`src/pcrc_pkg.sv`:
```
// Package of constants for the programmable CRC generator
package pcrc_pkg;
  // ****************************************
  // Register map (word-aligned byte offsets)
  // ****************************************
  localparam logic [3:0] ADDR_CONTROL = 4'h0;
  localparam logic [3:0] ADDR_TAPS = 4'h4;
  localparam logic [3:0] ADDR_DATA = 4'h8;
  // ****************************************
  // Control register fields
  // ****************************************
  localparam int CTL_LEN_LSB = 0;
  localparam int CTL_START_BIT = 4;
  localparam int CTL_EMPTY_BIT = 6;
  localparam int CTL_FULL_BIT = 7;
  localparam int CTL_COUNT_LSB = 8;
  localparam int CTL_IDLE_STOP_BIT = 13;
  localparam logic [3:0] LEN_RESET = 4'h0;
  localparam logic [15:0] TAPS_RESET = 16'h0000;
  localparam logic [15:0] TAPS_MASK = 16'hFFFE;
  // ****************************************
  // FIFO geometry
  // ****************************************
  localparam logic [3:0] LEN_SMALL_MAX = 4'h7;
  localparam logic [4:0] DEPTH_LARGE_WORDS = 5'h08;
  localparam logic [4:0] DEPTH_SMALL_WORDS = 5'h10;
  typedef enum logic [1:0] {
    SH_IDLE = 2'b01,
    SH_SHIFT = 2'b10
  } pcrc_state_t;
endpackage : pcrc_pkg

```
`src/pcrc_shift_if.sv`:
```
// Interface between the control logic and the serial shifter
`timescale 1ns/1ns
interface pcrc_shift_if;
  logic bit_valid;
  logic data_bit;
  logic clear;
  logic [15:0] taps;
  logic [3:0] len_m1;
  logic [15:0] remainder;
  modport ctrl (output bit_valid, data_bit, clear, taps, len_m1,
    input remainder);
  modport shifter (input bit_valid, data_bit, clear, taps, len_m1,
    output remainder);
endinterface : pcrc_shift_if

```
`src/pcrc_shifter.sv`:
```
// Serial CRC remainder shifter with programmable taps and length
`timescale 1ns/1ns
module pcrc_shifter (
  input wire logic clk_sys,
  input wire logic sys_rst,
  input wire logic clk_en,
  pcrc_shift_if.shifter sif
);
  logic [15:0] crc_reg;
  logic [15:0] crc_next;
  logic fb;
  // ****************************************
  // Feedback network
  // ****************************************
  always_comb begin
    fb = sif.data_bit ^ crc_reg[sif.len_m1];
    crc_next = crc_reg << 1;
    crc_next[0] = fb;
    for (int n = 1; n < 16; n++) begin
      if (sif.taps[n]) begin
        crc_next[n] = crc_reg[n - 1] ^ fb;
      end
    end
  end
  always_ff @(posedge clk_sys) begin
    if (sys_rst) begin
      crc_reg <= 16'h0000;
    end else if (clk_en) begin
      if (sif.clear) begin
        crc_reg <= 16'h0000;
      end else if (sif.bit_valid) begin
        crc_reg <= crc_next;
      end
    end
  end
  // Only the programmed length is visible
  always_comb begin
    sif.remainder = 16'h0000;
    for (int n = 0; n < 16; n++) begin
      if (n <= int'(sif.len_m1)) begin
        sif.remainder[n] = crc_reg[n];
      end
    end
  end
endmodule : pcrc_shifter

```
`src/pcrc_top.sv`:
```
// Programmable CRC generator with word FIFO and Avalon-MM slave
// Overview of operation
// - Each set tap bit n enables feedback XOR at term n, 1..15.
// - Length field holds polynomial length minus one; all ones is 16 bits.
// - Term zero feedback XOR is always applied.
// - For sixteen-bit polynomials the top term is always present.
// - FIFO depth is 8 words when length field exceeds 7, else 16.
// - Word is length-plus-one bits; smallest write unit is one byte.
// - Writing start bit one begins serial shifting of FIFO data.
// - Clearing start lets shifter run until FIFO empty, then stops.
// - Five-bit read-only count reports valid words in FIFO.
// - Full flag set when count reaches depth, else clear.
// - Empty flag set when count is zero; reads one after reset.
// - Write while full wraps count to zero, with no interrupt.
// - Interrupt raised when count goes from one to zero.
// - Sleep freezes the module in place; it resumes afterwards.
// - Idle-stop set: idle acts like sleep but interrupts still pass.
//
// The address map and the Avalon-MM register port were left to the implementer.
`timescale 1ns/1ns
module pcrc_top #(
  parameter int MAX_DEPTH = 16
) (
  input wire logic clk_sys,
  input wire logic sys_rst,
  input wire logic clk_en,
  input wire logic sleep_req,
  input wire logic idle_req,
  input wire logic [3:0] avs_address,
  input wire logic avs_read,
  input wire logic avs_write,
  input wire logic [31:0] avs_writedata,
  input wire logic [3:0] avs_byteenable,
  output logic [31:0] avs_readdata,
  output logic avs_waitrequest,
  output logic crc_irq
);
  // ****************************************
  // Declarations
  // ****************************************
  pcrc_shift_if sif ();
  logic run_en;
  logic [3:0] len_reg;
  logic start_reg;
  logic idle_stop_reg;
  logic [15:0] taps_reg;
  logic [15:0] fifo_mem [MAX_DEPTH];
  logic [3:0] wr_ptr_reg;
  logic [3:0] rd_ptr_reg;
  logic [4:0] count_reg;
  logic [4:0] count_next;
  logic [4:0] depth;
  logic full;
  logic empty;
  logic [15:0] word_reg;
  logic [3:0] bit_idx_reg;
  pcrc_pkg::pcrc_state_t state_reg;
  logic pop;
  logic push;
  logic last_bit;
  logic ack_reg;
  logic irq_reg;
  logic wr_ctl;
  logic wr_taps;
  logic wr_data;
  logic [15:0] data_word;
  // ****************************************
  // Enables and decode
  // ****************************************
  // Sleep always freezes; idle only freezes when idle_stop is set
  assign run_en = clk_en && !sleep_req &&
    !(idle_req && idle_stop_reg);
  // One wait cycle per access gives a registered answer
  assign avs_waitrequest = (avs_read || avs_write) && !ack_reg;
  always_ff @(posedge clk_sys) begin
    if (sys_rst) begin
      ack_reg <= 1'b0;
    end else begin
      ack_reg <= (avs_read || avs_write) && !ack_reg;
    end
  end
  always_comb begin
    wr_ctl = 1'b0;
    wr_taps = 1'b0;
    wr_data = 1'b0;
    if (avs_write && ack_reg) begin
      if (avs_address == pcrc_pkg::ADDR_CONTROL) begin
        wr_ctl = 1'b1;
      end else if (avs_address == pcrc_pkg::ADDR_TAPS) begin
        wr_taps = 1'b1;
      end else if (avs_address == pcrc_pkg::ADDR_DATA) begin
        wr_data = 1'b1;
      end
    end
  end
  // ****************************************
  // Control and tap registers
  // ****************************************
  always_ff @(posedge clk_sys) begin
    if (sys_rst) begin
      len_reg <= pcrc_pkg::LEN_RESET;
      start_reg <= 1'b0;
      idle_stop_reg <= 1'b0;
    end else if (wr_ctl) begin
      if (avs_byteenable[0]) begin
        len_reg <= avs_writedata[pcrc_pkg::CTL_LEN_LSB +: 4];
        start_reg <= avs_writedata[pcrc_pkg::CTL_START_BIT];
      end
      if (avs_byteenable[1]) begin
        idle_stop_reg <= avs_writedata[pcrc_pkg::CTL_IDLE_STOP_BIT];
      end
    end
  end
  always_ff @(posedge clk_sys) begin
    if (sys_rst) begin
      taps_reg <= pcrc_pkg::TAPS_RESET;
    end else if (wr_taps) begin
      if (avs_byteenable[0]) begin
        taps_reg[7:0] <= avs_writedata[7:0] & pcrc_pkg::TAPS_MASK[7:0];
      end
      if (avs_byteenable[1]) begin
        taps_reg[15:8] <= avs_writedata[15:8];
      end
    end
  end
  // ****************************************
  // FIFO
  // ****************************************
  assign depth = (len_reg > pcrc_pkg::LEN_SMALL_MAX) ?
    pcrc_pkg::DEPTH_LARGE_WORDS : pcrc_pkg::DEPTH_SMALL_WORDS;
  assign full = (count_reg == depth);
  assign empty = (count_reg == 5'h00);
  // Any byte lane write pushes; unwritten lanes read as zero
  assign data_word = {avs_byteenable[1] ? avs_writedata[15:8] : 8'h00,
    avs_byteenable[0] ? avs_writedata[7:0] : 8'h00};
  assign push = wr_data && run_en;
  assign last_bit = (bit_idx_reg == 4'h0);
  assign pop = run_en && !empty &&
    (state_reg == pcrc_pkg::SH_IDLE ? start_reg : last_bit);
  always_comb begin
    count_next = count_reg;
    if (push && full) begin
      count_next = 5'h00;
    end else if (push && !pop) begin
      count_next = count_reg + 5'h01;
    end else if (pop && !push) begin
      count_next = count_reg - 5'h01;
    end
  end
  always_ff @(posedge clk_sys) begin
    if (sys_rst) begin
      count_reg <= 5'h00;
      wr_ptr_reg <= 4'h0;
      rd_ptr_reg <= 4'h0;
    end else begin
      count_reg <= count_next;
      if (push && full) begin
        rd_ptr_reg <= wr_ptr_reg;
      end else begin
        if (push) begin
          wr_ptr_reg <= (wr_ptr_reg + 4'h1) & 4'(depth - 5'h01);
        end
        if (pop) begin
          rd_ptr_reg <= (rd_ptr_reg + 4'h1) & 4'(depth - 5'h01);
        end
      end
    end
  end
  always_ff @(posedge clk_sys) begin
    if (push && !full) begin
      fifo_mem[wr_ptr_reg] <= data_word;
    end
  end
  // ****************************************
  // Serial shift sequencer
  // ****************************************
  always_ff @(posedge clk_sys) begin
    if (sys_rst) begin
      state_reg <= pcrc_pkg::SH_IDLE;
      bit_idx_reg <= 4'h0;
      word_reg <= 16'h0000;
    end else if (run_en) begin
      case (state_reg)
        pcrc_pkg::SH_IDLE: begin
          if (pop) begin
            word_reg <= fifo_mem[rd_ptr_reg];
            bit_idx_reg <= len_reg;
            state_reg <= pcrc_pkg::SH_SHIFT;
          end
        end
        pcrc_pkg::SH_SHIFT: begin
          if (!last_bit) begin
            bit_idx_reg <= bit_idx_reg - 4'h1;
          end else if (pop) begin
            word_reg <= fifo_mem[rd_ptr_reg];
            bit_idx_reg <= len_reg;
          end else begin
            state_reg <= pcrc_pkg::SH_IDLE;
          end
        end
        default: state_reg <= pcrc_pkg::SH_IDLE;
      endcase
    end
  end
  assign sif.bit_valid = run_en && (state_reg == pcrc_pkg::SH_SHIFT);
  assign sif.data_bit = word_reg[bit_idx_reg];
  assign sif.clear = 1'b0;
  assign sif.taps = taps_reg;
  assign sif.len_m1 = len_reg;
  pcrc_shifter u_shifter (
    .clk_sys(clk_sys),
    .sys_rst(sys_rst),
    .clk_en(clk_en),
    .sif(sif)
  );
  // ****************************************
  // Interrupt pulse
  // ****************************************
  // Not gated by run_en so a pending event still leaves while frozen
  always_ff @(posedge clk_sys) begin
    if (sys_rst) begin
      irq_reg <= 1'b0;
    end else begin
      irq_reg <= (count_reg == 5'h01) && (count_next == 5'h00) &&
        !(push && full);
    end
  end
  assign crc_irq = irq_reg;
  // ****************************************
  // Read data
  // ****************************************
  always_ff @(posedge clk_sys) begin
    if (sys_rst) begin
      avs_readdata <= 32'h0000_0000;
    end else if (avs_read && !ack_reg) begin
      avs_readdata <= 32'h0000_0000;
      if (avs_address == pcrc_pkg::ADDR_CONTROL) begin
        avs_readdata[pcrc_pkg::CTL_LEN_LSB +: 4] <= len_reg;
        avs_readdata[pcrc_pkg::CTL_START_BIT] <= start_reg;
        avs_readdata[pcrc_pkg::CTL_EMPTY_BIT] <= empty;
        avs_readdata[pcrc_pkg::CTL_FULL_BIT] <= full;
        avs_readdata[pcrc_pkg::CTL_COUNT_LSB +: 5] <= count_reg;
        avs_readdata[pcrc_pkg::CTL_IDLE_STOP_BIT] <= idle_stop_reg;
      end else if (avs_address == pcrc_pkg::ADDR_TAPS) begin
        avs_readdata[15:0] <= taps_reg;
      end else if (avs_address == pcrc_pkg::ADDR_DATA) begin
        avs_readdata[15:0] <= sif.remainder;
      end
    end
  end
endmodule : pcrc_top

```
`config.mk`:
```
export PLATFORM = sky130hd
export DESIGN_NAME = pcrc_top
export DESIGN_NICKNAME = d
export VERILOG_FILES = /design/src/pcrc_pkg.sv /design/src/pcrc_shift_if.sv /design/src/pcrc_shifter.sv /design/src/pcrc_top.sv
export SDC_FILE = /design/constraint.sdc
export NUM_CORES = 1
export LEC_CHECK = 0
export BUFFER_PORTS_ARGS = -buffer_cell sky130_fd_sc_hd__buf_2
export CORE_MARGIN = 1.5
export CORE_UTILIZATION = 55
export CTS_CLUSTER_DIAMETER = 200
export CTS_CLUSTER_SIZE = 20
export DETAILED_ROUTE_END_ITERATION = 12
export MAX_ROUTING_LAYER = met4
export PLACE_DENSITY = 0.85
export SYNTH_ARGS = -nofsm -noshare
export SYNTH_HDL_FRONTEND = slang
export SYNTH_SLANG_ARGS = --single-unit
export TNS_END_PERCENT = 20
```
`constraint.sdc`:
```
create_clock -name clk_sys -period 6.15 [get_ports clk_sys]
set_clock_uncertainty 0.1 [all_clocks]
set_input_delay 0.3075 -clock clk_sys [delete_from_list [all_inputs] [get_ports clk_sys]]
set_output_delay 0.3075 -clock clk_sys [all_outputs]
set_load 0.01 [all_outputs]
```
== Yosys cells after proc, flatten, opt, wreduce, memory -nomap -nowiden ==
Memories as Yosys holds them, arrays and structs flattened. A register that Yosys moved wholly into a read port is not among the register bits.
Cells that the tools add are included.

* $add $sub $neg: 6
* Magnitude comparators: 18
* Equality and inequality tests: 9
* Muxes and demuxes: 72
* Bitwise logic cells: 19
* Reductions and logical operators: 40

{| class="wikitable"
|+ Operator list
! operator !! number
|-
| 16-bit two-way mux || 4
|-
| 1-bit two-way mux || 45
|-
| 4-bit <= comparator (first input constant) || 8
|-
| 16-bit case mux with 2 select lines || 1
|-
| 5-bit two-way mux || 5
|-
| 4-bit two-way mux || 6
|-
| 8-bit two-way mux || 3
|-
| 3-bit by 4-bit <= comparator with 1-bit output (first input constant) || 4
|-
| 1-bit logical AND || 16
|-
| 1-bit bitwise XOR || 16
|-
| 2-bit AND reduction || 7
|-
| 5-bit zero test || 2
|-
| 4-bit by 5-bit less-than comparator with 1-bit output (second input constant) || 2
|-
| 4-bit by 1-bit adder with 4-bit output (second input constant) || 2
|-
| 4-bit bitwise AND || 2
|-
| 1-bit binary-select mux with 4-bit select || 2
|-
| 2-bit by 4-bit <= comparator with 1-bit output (first input constant) || 2
|-
| 1-bit zero test || 8
|-
| 4-bit zero test || 2
|-
| 2-bit two-way mux || 4
|-
| 4-bit case mux with 2 select lines || 1
|-
| 4-bit by 1-bit subtractor with 4-bit output (second input constant) || 2
|-
| 2-bit != test (second input constant) || 3
|-
| 5-bit by 1-bit adder with 5-bit output (second input constant) || 1
|-
| 15 further kinds || 16
|}

* Bits in registers: 90
* Bits in writable memories: 256
* Input bits: 47
* Logic and storage cells: 180
* Memories: 1

{| class="wikitable"
|+ Memories
! name !! depth !! bits a word !! read ports !! clocked after Yosys merged registers in !! write ports !! RTL line !! text
|-
| fifo_mem || 16 || 16 || 1 || 1 || 1 || pcrc_top.sv:47 || <nowiki>logic [15:0] fifo_mem [MAX_DEPTH];</nowiki>
|}

== Logic depth before layout (Yosys ltp) ==
Gate-level depths: netlist (run 1).

* Depth after elaboration: 14
* Mapped depth: 10
* Depth with buffers taken out: 8

== Cells and area by module ==
From an unflattened synthesis (run 1), not the netlist that was laid out.

* Cell total of the unflattened synthesis: 1013
* Area, all modules: 14924.3 sq um

{| class="wikitable"
|+ Modules (own cells, without submodules)
! module !! instances !! cells an instance !! area an instance (sq um) !! seq. area each (sq um)
|-
| pcrc_top || 1 || 878 || 13810.7 || 9248.9
|-
| pcrc_shifter || 1 || 135 || 1113.6 || 320.3
|}

== Least setup slack after synthesis (run 1) ==
Ideal clock, no wire load.

* Path type: input port to flip-flop
* From: input port avs_address[1]
* To: memory fifo_mem[3][0] (enable)
* Setup time: 409 ps
* Arrival: 2716 ps
* Required time: 5641 ps
* Setup slack: 2925 ps
* Cell stages on the path: 6
* Buffers on the path: 1
* Path through: nor4b_2 -> nand4_1 -> nor2b_1 -> buf_2 -> nand2_1 -> nor3_1

* Longest elaborated chain between the ends: 9
* Elaborated cells on any way between the ends: 11
* Classes of those cells: eq/ne (2); mux (6); reduce/logical (3)

{| class="wikitable"
|+ Ends and longest elaborated chain
! item !! RTL line !! text
|-
| from (decl) || pcrc_top.sv:29 || <nowiki>input wire logic [3:0] avs_address,</nowiki>
|-
| 4-bit equality test || pcrc_top.sv:91 || <nowiki>end else if (avs_address == pcrc_pkg::ADDR_DATA) begin</nowiki>
|-
| 1-bit two-way mux || pcrc_top.sv:91 ||
|-
| 1-bit two-way mux || pcrc_top.sv:89 || <nowiki>end else if (avs_address == pcrc_pkg::ADDR_TAPS) begin</nowiki>
|-
| 1-bit two-way mux (*) || pcrc_top.sv:87 || <nowiki>if (avs_address == pcrc_pkg::ADDR_CONTROL) begin</nowiki>
|-
| 1-bit two-way mux (*) || pcrc_top.sv:86 || <nowiki>if (avs_write && ack_reg) begin</nowiki>
|-
| 1-bit logical AND (*) || pcrc_top.sv:136 || <nowiki>assign push = wr_data && run_en;</nowiki>
|-
| 1-bit logical AND (*) || pcrc_top.sv:170 || <nowiki>if (push && !full) begin</nowiki>
|-
| 1-bit two-way mux (*) || pcrc_top.sv:170 ||
|-
| 1-bit two-way mux (not written as such) (*) || pcrc_top.sv:171 || <nowiki>fifo_mem[wr_ptr_reg] <= data_word;</nowiki>
|-
| to (decl) || pcrc_top.sv:47 ||
|}

Every way passes the cells marked *; elsewhere a longest branch is shown, timed or not.

== Final worst setup path (run 1) ==
* From: register len_reg[3]
* To: memory fifo_mem[1][4] (enable)

* Longest elaborated chain between the ends: 7

{| class="wikitable"
|+ Ends and longest elaborated chain
! item !! RTL line !! text
|-
| from (decl) || pcrc_top.sv:43 || <nowiki>logic [3:0] len_reg;</nowiki>
|-
| from (signal assigned) || pcrc_top.sv:101 || <nowiki>len_reg <= pcrc_pkg::LEN_RESET;</nowiki>
|-
| from (signal assigned) || pcrc_top.sv:106 || <nowiki>len_reg <= avs_writedata[pcrc_pkg::CTL_LEN_LSB +: 4];</nowiki>
|-
| 4-bit by 3-bit greater-than comparator with 1-bit output || pcrc_top.sv:129 || <nowiki>assign depth = (len_reg > pcrc_pkg::LEN_SMALL_MAX) ?</nowiki>
|-
| 5-bit two-way mux || pcrc_top.sv:129 ||
|-
| 5-bit equality test || pcrc_top.sv:131 || <nowiki>assign full = (count_reg == depth);</nowiki>
|-
| 1-bit zero test || pcrc_top.sv:170 ||
|-
| 1-bit logical AND || pcrc_top.sv:170 ||
|-
| 1-bit two-way mux || pcrc_top.sv:170 ||
|-
| 1-bit two-way mux (not written as such) || pcrc_top.sv:171 ||
|}

Every way passes these cells.

==> results.yml, run 1 <==
sta:
  maxSlewViolCount: 0
  final.min_clock_period_ns: 4.05
  slew_headroom: 0.168
  rsz0062_at_grt: "no"
  maxClockFrequency_ghz: 0.247
  fin_tns_setup_ns: 0
  fin_crit_sh: 0.658
  tightestPinTransition_ns: 1.25
  final_hold_viol_count: 0
  worst_slack_ns: 2.10
  setup_violations: 0
critical_path:
  cp.required_ns: 6.26
  cpPeakStageDelay_ns: 0.85
  cp_top_family: "simple AND/OR/NAND/NOR gates"
  crit_arrival_ns: 4.16
  start_kind: "flop"
  path_cells: "nor3b_1 -> o21ai_0 -> nor2b_1 -> nand2_1 -> nor3_2 -> buf_4"
  path_class: "flop to flop"
  slowest_stage: "dfxtp_1"
  r2r_slack_ns: 2.10
  endpoint_kind: "flop"
  crit_fanout: 22
  crit_buf_inv: 1
placed_design:
  portBuffers: 46
  place_ws_ns: 2.25
  gp_congestion: 0.879
  hpwl_mm: 20.3
  dpl-instance-area_sq_mm: 0.0151
logic_synthesis:
  synth_edf_count: 256
  yosys.area.top_type: "edfxtp_1"
  synthCells: 978
  synth.avg_cell_area_sq_um: 15.0
  yosysSeqAreaShare: 0.651
  syn-cell-area_sq_mm: 0.0147
  ys_types: 58
  async_reset_ff_frac: 0
  yosysTopAreaCellShare: 0.523
  synth_seq_cells: 350
  yosys_warnings: 0
  synth_flop_cell: "edfxtp_1"
  synth_area_leaders: "edfxtp_1 52%, mux4_2 13%, dfxtp_1 13%, nor2_1 2.1%, mux2i_1 2.0%"
route:
  dr.pass1.iters: 7
  post_drt_wl_per_cell_um: 24.5
  vias: 8671
  drcViolationCount: 0
  routed_wl_mm: 33.1
  drtIter0Drc: 1091
  antenna_left: 0
  via_per_inst: 6.41
global_route:
  grt_pass1_wl_mm: 50.7
  grt_max_degree: 91
  grt_antenna_before_repair: 0
  grt.overflow.total: 0
  grt_usage: 0.249
  grt_pass1_vias: 8507
clocking:
  h-tree-depth: 1
  numClockSinks: 350
  cts_made_buffers: 21
  post_cts_buffers: 0
  clockRootBuffer: "clkbuf_16"
  clock_latency_ns: 0.52
  clock_path_buffers: 3
  cts_tree: "built"
  cts.clk_slew.worst_paths_ns: 0.08
cells_and_area:
  regMostFlops: "fifo_mem"
  fin_nets: 1063
  largest_reg_flops: 256
  final_area_sq_mm: 0.0158
  antenna_cells: 0
  syn_to_final_growth_pct: 7.74
  layout_commonest_cell: "edfxtp_1"
  layout-drive-gt1-share: 0.190
  most-common-layout-cells: "256 x edfxtp_1, 92 x dfxtp_1, 84 x mux4_2"
flow_run:
  drv_cap: 0
power_and_ir_drop:
  p_per_area_mw_per_mm2: 254
  ir_drop_mv: 0.327
  leakagePower_nw: 4.70
floorplan:
  ioPinCount: 81
  fp.dieW_um: 166
  die_h_um: 166
  coreArea_sq_mm: 0.0261
  die-area_sq_mm: 0.0277
  initial_core_util: 0.562
  rows: 59
run_status:
  outcome: "completed"
worst_hold_path:
  hp-class: "input pin to flop"
[worst register-to-register path: stages (launching register included)]
cell and delay (ns):
dfxtp_1 0.85, nor3b_1 0.13, o21ai_0 0.50, nor2b_1 0.63, nand2_1 0.34, nor3_2 0.80
buf_4 0.39
[metal layers]
metal,global-route usage,routed length [um],vias up
met5,-,0,-
met4,0.0767,909,0
met3,0.0399,2990,56
met2,0.409,16600,482
met1,0.323,12600,4365
li1,-,-,3768
[Yosys cell counts, types with 3 or more instances]
cell type	instances
a31oi_1	3
dfxtp_1	94
xnor2_1	8
a32oi_1	6
buf_2	18
buf_4	18
o21ai_0	15
mux4_2	84
a221oi_1	3
a311oi_1	14
or3_1	17
ha_1	13
edfxtp_1	256
a211oi_1	6
o2111ai_1	3
o211ai_1	6
mux4_1	4
nor4_1	4
clkbuf_1	39
and3_1	6
a21oi_1	39
nand3_1	15
inv_1	25
mux2i_1	30
o21a_1	3
nor3_1	21
xor2_1	4
nor2_1	84
and2_1	21
nand2b_1	4
nand2_1	60
nor2b_1	5
o21ai_1	15
[final timing paths]
check | from | to | cells past startpoint
worst min register to register | word_reg[12] | word_reg[12] | 2
worst max-delay path | len_reg[3] | fifo_mem[1][4] | 6
worst max register to register | len_reg[3] | fifo_mem[1][4] | 6
worst min-delay path | avs_read | ack_reg | 3
[cell families after synthesis]
logic type	after synthesis	share of synthesized area
buffers and inverters	104	0.0337
AOI/OAI and AO/OA	127	0.0573
and+or+nand+nor	251	0.0819
adders and majority gates	15	0.0124
other	1	0.000255
DFF	350	0.651
muxes	118	0.156
xor gates and xnor gates	12	0.00715
[cell type report]
type	count	area (sq um)
clock buffers	35	578
clock inverters	2	20.0
fillers	1825	10300
inverters	25	93.8
multi-input cells	539	4750
well taps	335	419
flip-flops and latches	350	9570
repair buffers	66	403
[stage by stage]
step	util	hold WS, ns	total power, mW	std cells
after floorplan	-	0.333	2.65	993
after global placement	0.580	0.339	2.68	1306
after detailed placement	0.580	0.345	2.69	1306
after CTS	0.606	0.00268	4.02	1352
after global routing	0.606	0.00586	4.12	1352
final	0.606	0.00550	4.02	1352
[power breakdown]
group          switching [mW]  total (mW)  internal (mW)
registers             0.00481        2.53           2.53
clock network           0.727        1.38          0.652
logic                  0.0800       0.111         0.0308
[timing repair]
item | CTS | global route
hold buffers | 9 | 0
gates resized for setup | 0 | 0
hold endpoints to repair | 11 | 0
No activity file was read; power rests on OpenSTA's default activity.
==> inputs of run 2 (changes only) <==
--- a/config.mk
+++ b/config.mk
@@ -5,6 +5,7 @@
 export SDC_FILE = /design/constraint.sdc
 export NUM_CORES = 1
 export LEC_CHECK = 0
+export ABC_AREA = 1
 export BUFFER_PORTS_ARGS = -buffer_cell sky130_fd_sc_hd__buf_2
 export CORE_MARGIN = 1.5
 export CORE_UTILIZATION = 55
@@ -12,7 +13,7 @@
 export CTS_CLUSTER_SIZE = 20
 export DETAILED_ROUTE_END_ITERATION = 12
 export MAX_ROUTING_LAYER = met4
-export PLACE_DENSITY = 0.85
+export PLACE_DENSITY = 0.88
 export SYNTH_ARGS = -nofsm -noshare
 export SYNTH_HDL_FRONTEND = slang
 export SYNTH_SLANG_ARGS = --single-unit
==> constraint.sdc (replaced) <==
create_clock -name clk_sys -period 3.45 [get_ports clk_sys]
set_clock_uncertainty 0.1 [all_clocks]
set_input_delay 0.1725 -clock clk_sys [delete_from_list [all_inputs] [get_ports clk_sys]]
set_output_delay 0.1725 -clock clk_sys [all_outputs]
set_load 0.01 [all_outputs]
==> results.yml, run 2 <==
sta:
  tightestPinTransition_ns: 0.947
  fin_crit_sh: 0.835
  slew_headroom: 0.368
  maxClockFrequency_ghz: 0.347
  maxSlewViolCount: 0
  final_hold_viol_count: 0
  final.min_clock_period_ns: 2.88
  setup_violations: 0
  fin_tns_setup_ns: 0
  rsz0062_at_grt: "no"
floorplan:
  die-area_sq_mm: 0.0291
  initial_core_util: 0.558
  coreArea_sq_mm: 0.0277
  fp.dieW_um: 171
  rows: 61
  ioPinCount: 81
  die_h_um: 171
worst_hold_path:
  hp-class: "input pin to flop"
  holdPathStages: 5
clocking:
  numClockSinks: 350
  cts_made_buffers: 21
  cts_tree: "built"
  h-tree-depth: 1
  ctsResizeCount: 0
  clockRootBuffer: "clkbuf_16"
  clock_path_buffers: 3
  cts.clk_slew.worst_paths_ns: 0.09
  clock_latency_ns: 0.54
power_and_ir_drop:
  p_int_mw: 5.69
  seq_power_share: 0.632
  p_clk_frac: 0.339
  p_comb_frac: 0.028
  p_per_area_mw_per_mm2: 425
  net-switching-power_mw: 1.45
  swShare: 0.203
  leakagePower_nw: 6.09
  ir_drop_mv: 0.351
cells_and_area:
  layout_commonest_cell: "edfxtp_1"
  regMostFlops: "fifo_mem"
  fin_nets: 1611
  syn_to_final_growth_pct: 8.61
  layout-drive-gt1-share: 0.0925
  n_fill_cell: 2110
  most-common-layout-cells: "256 x edfxtp_1, 225 x nand2_1, 161 x nor2_1"
  largest_reg_flops: 256
  final_area_sq_mm: 0.0168
logic_synthesis:
  ys_top_cells_by_count: "256 x edfxtp_1, 225 x nand2_1, 176 x nor2_1"
  synth_seq_cells: 350
  yosys.area.top_type: "edfxtp_1"
  synth_area_leaders: "edfxtp_1 50%, dfxtp_1 12%, nand2_1 5.5%, nor2_1 4.3%, o21ai_0 4.1%"
  yosys_warnings: 0
  synth.avg_cell_area_sq_um: 10.2
  synthCells: 1513
  async_reset_ff_frac: 0
  synth_flop_cell: "edfxtp_1"
  yosysTopAreaCellShare: 0.497
  syn-cell-area_sq_mm: 0.0155
  ys_types: 44
  yosysMostFrequentCell: "edfxtp_1"
  yosysSeqAreaShare: 0.619
  synth_edf_count: 256
placed_design:
  dpl-instance-area_sq_mm: 0.0160
  hpwl_mm: 23.6
  portBuffers: 46
  gp_congestion: 0.945
global_route:
  grt_pass1_wl_mm: 58.9
  grt.overflow.total: 0
  grt_antenna_before_repair: 1
  grt_pass1_vias: 10700
  grt_max_degree: 129
  grt_usage: 0.272
run_status:
  outcome: "completed"
critical_path:
  crit_fanout: 28
  start_kind: "flop"
  endpoint_kind: "flop"
  reg2reg_depth: 11
  path_class: "flop to flop"
  cp.required_ns: 3.79
  crit_arrival_ns: 3.22
route:
  vias: 11600
  dr.pass1.iters: 6
  antenna_left: 0
  post_drt_wl_per_cell_um: 19.6
  routed_wl_mm: 38.0
  via_per_inst: 5.98
  drtIter0Drc: 1536
  drcViolationCount: 0
flow_run:
  drv_cap: 0
## run 2: cell type report
class | instances | area (sq um) | share of cell area
clock buffers | 27 | 548 | 0.0326
flip-flops and latches | 350 | 9580 | 0.570
multi-input cells | 942 | 4960 | 0.295
well taps | 378 | 473 | 0.0281
clock inverters | 2 | 20.0 | 0.00119
diodes | 1 | 2.50 | 0.000149
repair buffers | 95 | 688 | 0.0410
inverters | 141 | 529 | 0.0315
## run 2: power by group through the flow
stage	registers, mW	logic, mW	clock network (mW)
2_1_floorplan	4.62	0.110	0
3_3_place_gp	4.62	0.172	0
3_5_place_dp	4.62	0.179	0
4_1_cts	4.52	0.197	2.45
5_1_grt	4.52	0.223	2.59
6_report	4.52	0.203	2.42
## run 2: final timing paths
path | from | end | slack [ns]
max | bit_idx_reg[0] | word_reg[0] | 0.57
max reg2reg | bit_idx_reg[0] | word_reg[0] | 0.57
min | sleep_req | bit_idx_reg[0] | 0.07
min reg2reg | avs_readdata[14] | avs_readdata[14] | 0.38
## run 2: metal layers
layer / routed length, um / track usage
met3: 3970 / 0.0375
met1: 14500 / 0.357
met4: 1250 / 0.101
met2: 18300 / 0.435
met5: 0 / -
## run 2: timing repair
item / 4_1_cts / 5_1_grt
hold buffers: 21 / 0
buffers inserted: 0 / 0
endpoints found under the hold margin: 28 / 0
setup endpoints to repair: 0 / 0
## run 2: critical path, cell delays in order, from the launching register on
cell and delay, ns:
dfxtp_1 0.44, inv_2 0.23, ha_1 0.17, nor3b_4 0.25, nand2_1 0.10, o21ai_2 0.07
nand2_2 0.17, inv_2 0.19, nand2_1 0.50, buf_4 0.36, o21ai_1 0.13, inv_1 0.05
## run 2: stage by stage
stage / utilization / cells / setup WS, ns / hold slack [ns] / power (mW)
4_1_cts: 0.606 / 1935 / 0.584 / 0.0558 / 7.17
3_3_place_gp: 0.578 / 1885 / 0.701 / 0.344 / 4.79
2_1_floorplan: - / 1528 / 1.04 / 0.220 / 4.73
3_5_place_dp: 0.578 / 1885 / 0.630 / 0.355 / 4.80
6_report: 0.606 / 1936 / 0.569 / 0.0718 / 7.15
5_1_grt: 0.606 / 1936 / 0.311 / 0.110 / 7.33
## run 2: logic make-up (layout without fill, tap and decap cells)
logic type / count (synthesis) / after routing / share of synthesized area
AO/OA/AOI/OAI: 331 / 331 / 0.127
XOR/XNOR: 5 / 5 / 0.00283
adder cells (fa/ha/maj): 13 / 13 / 0.0105
buffers and inverters: 236 / 265 / 0.0666
flip-flops: 350 / 350 / 0.619
multiplexers: 40 / 40 / 0.0259
other: 1 / 17 / 0.000242
AND/OR/NAND/NOR: 537 / 537 / 0.149
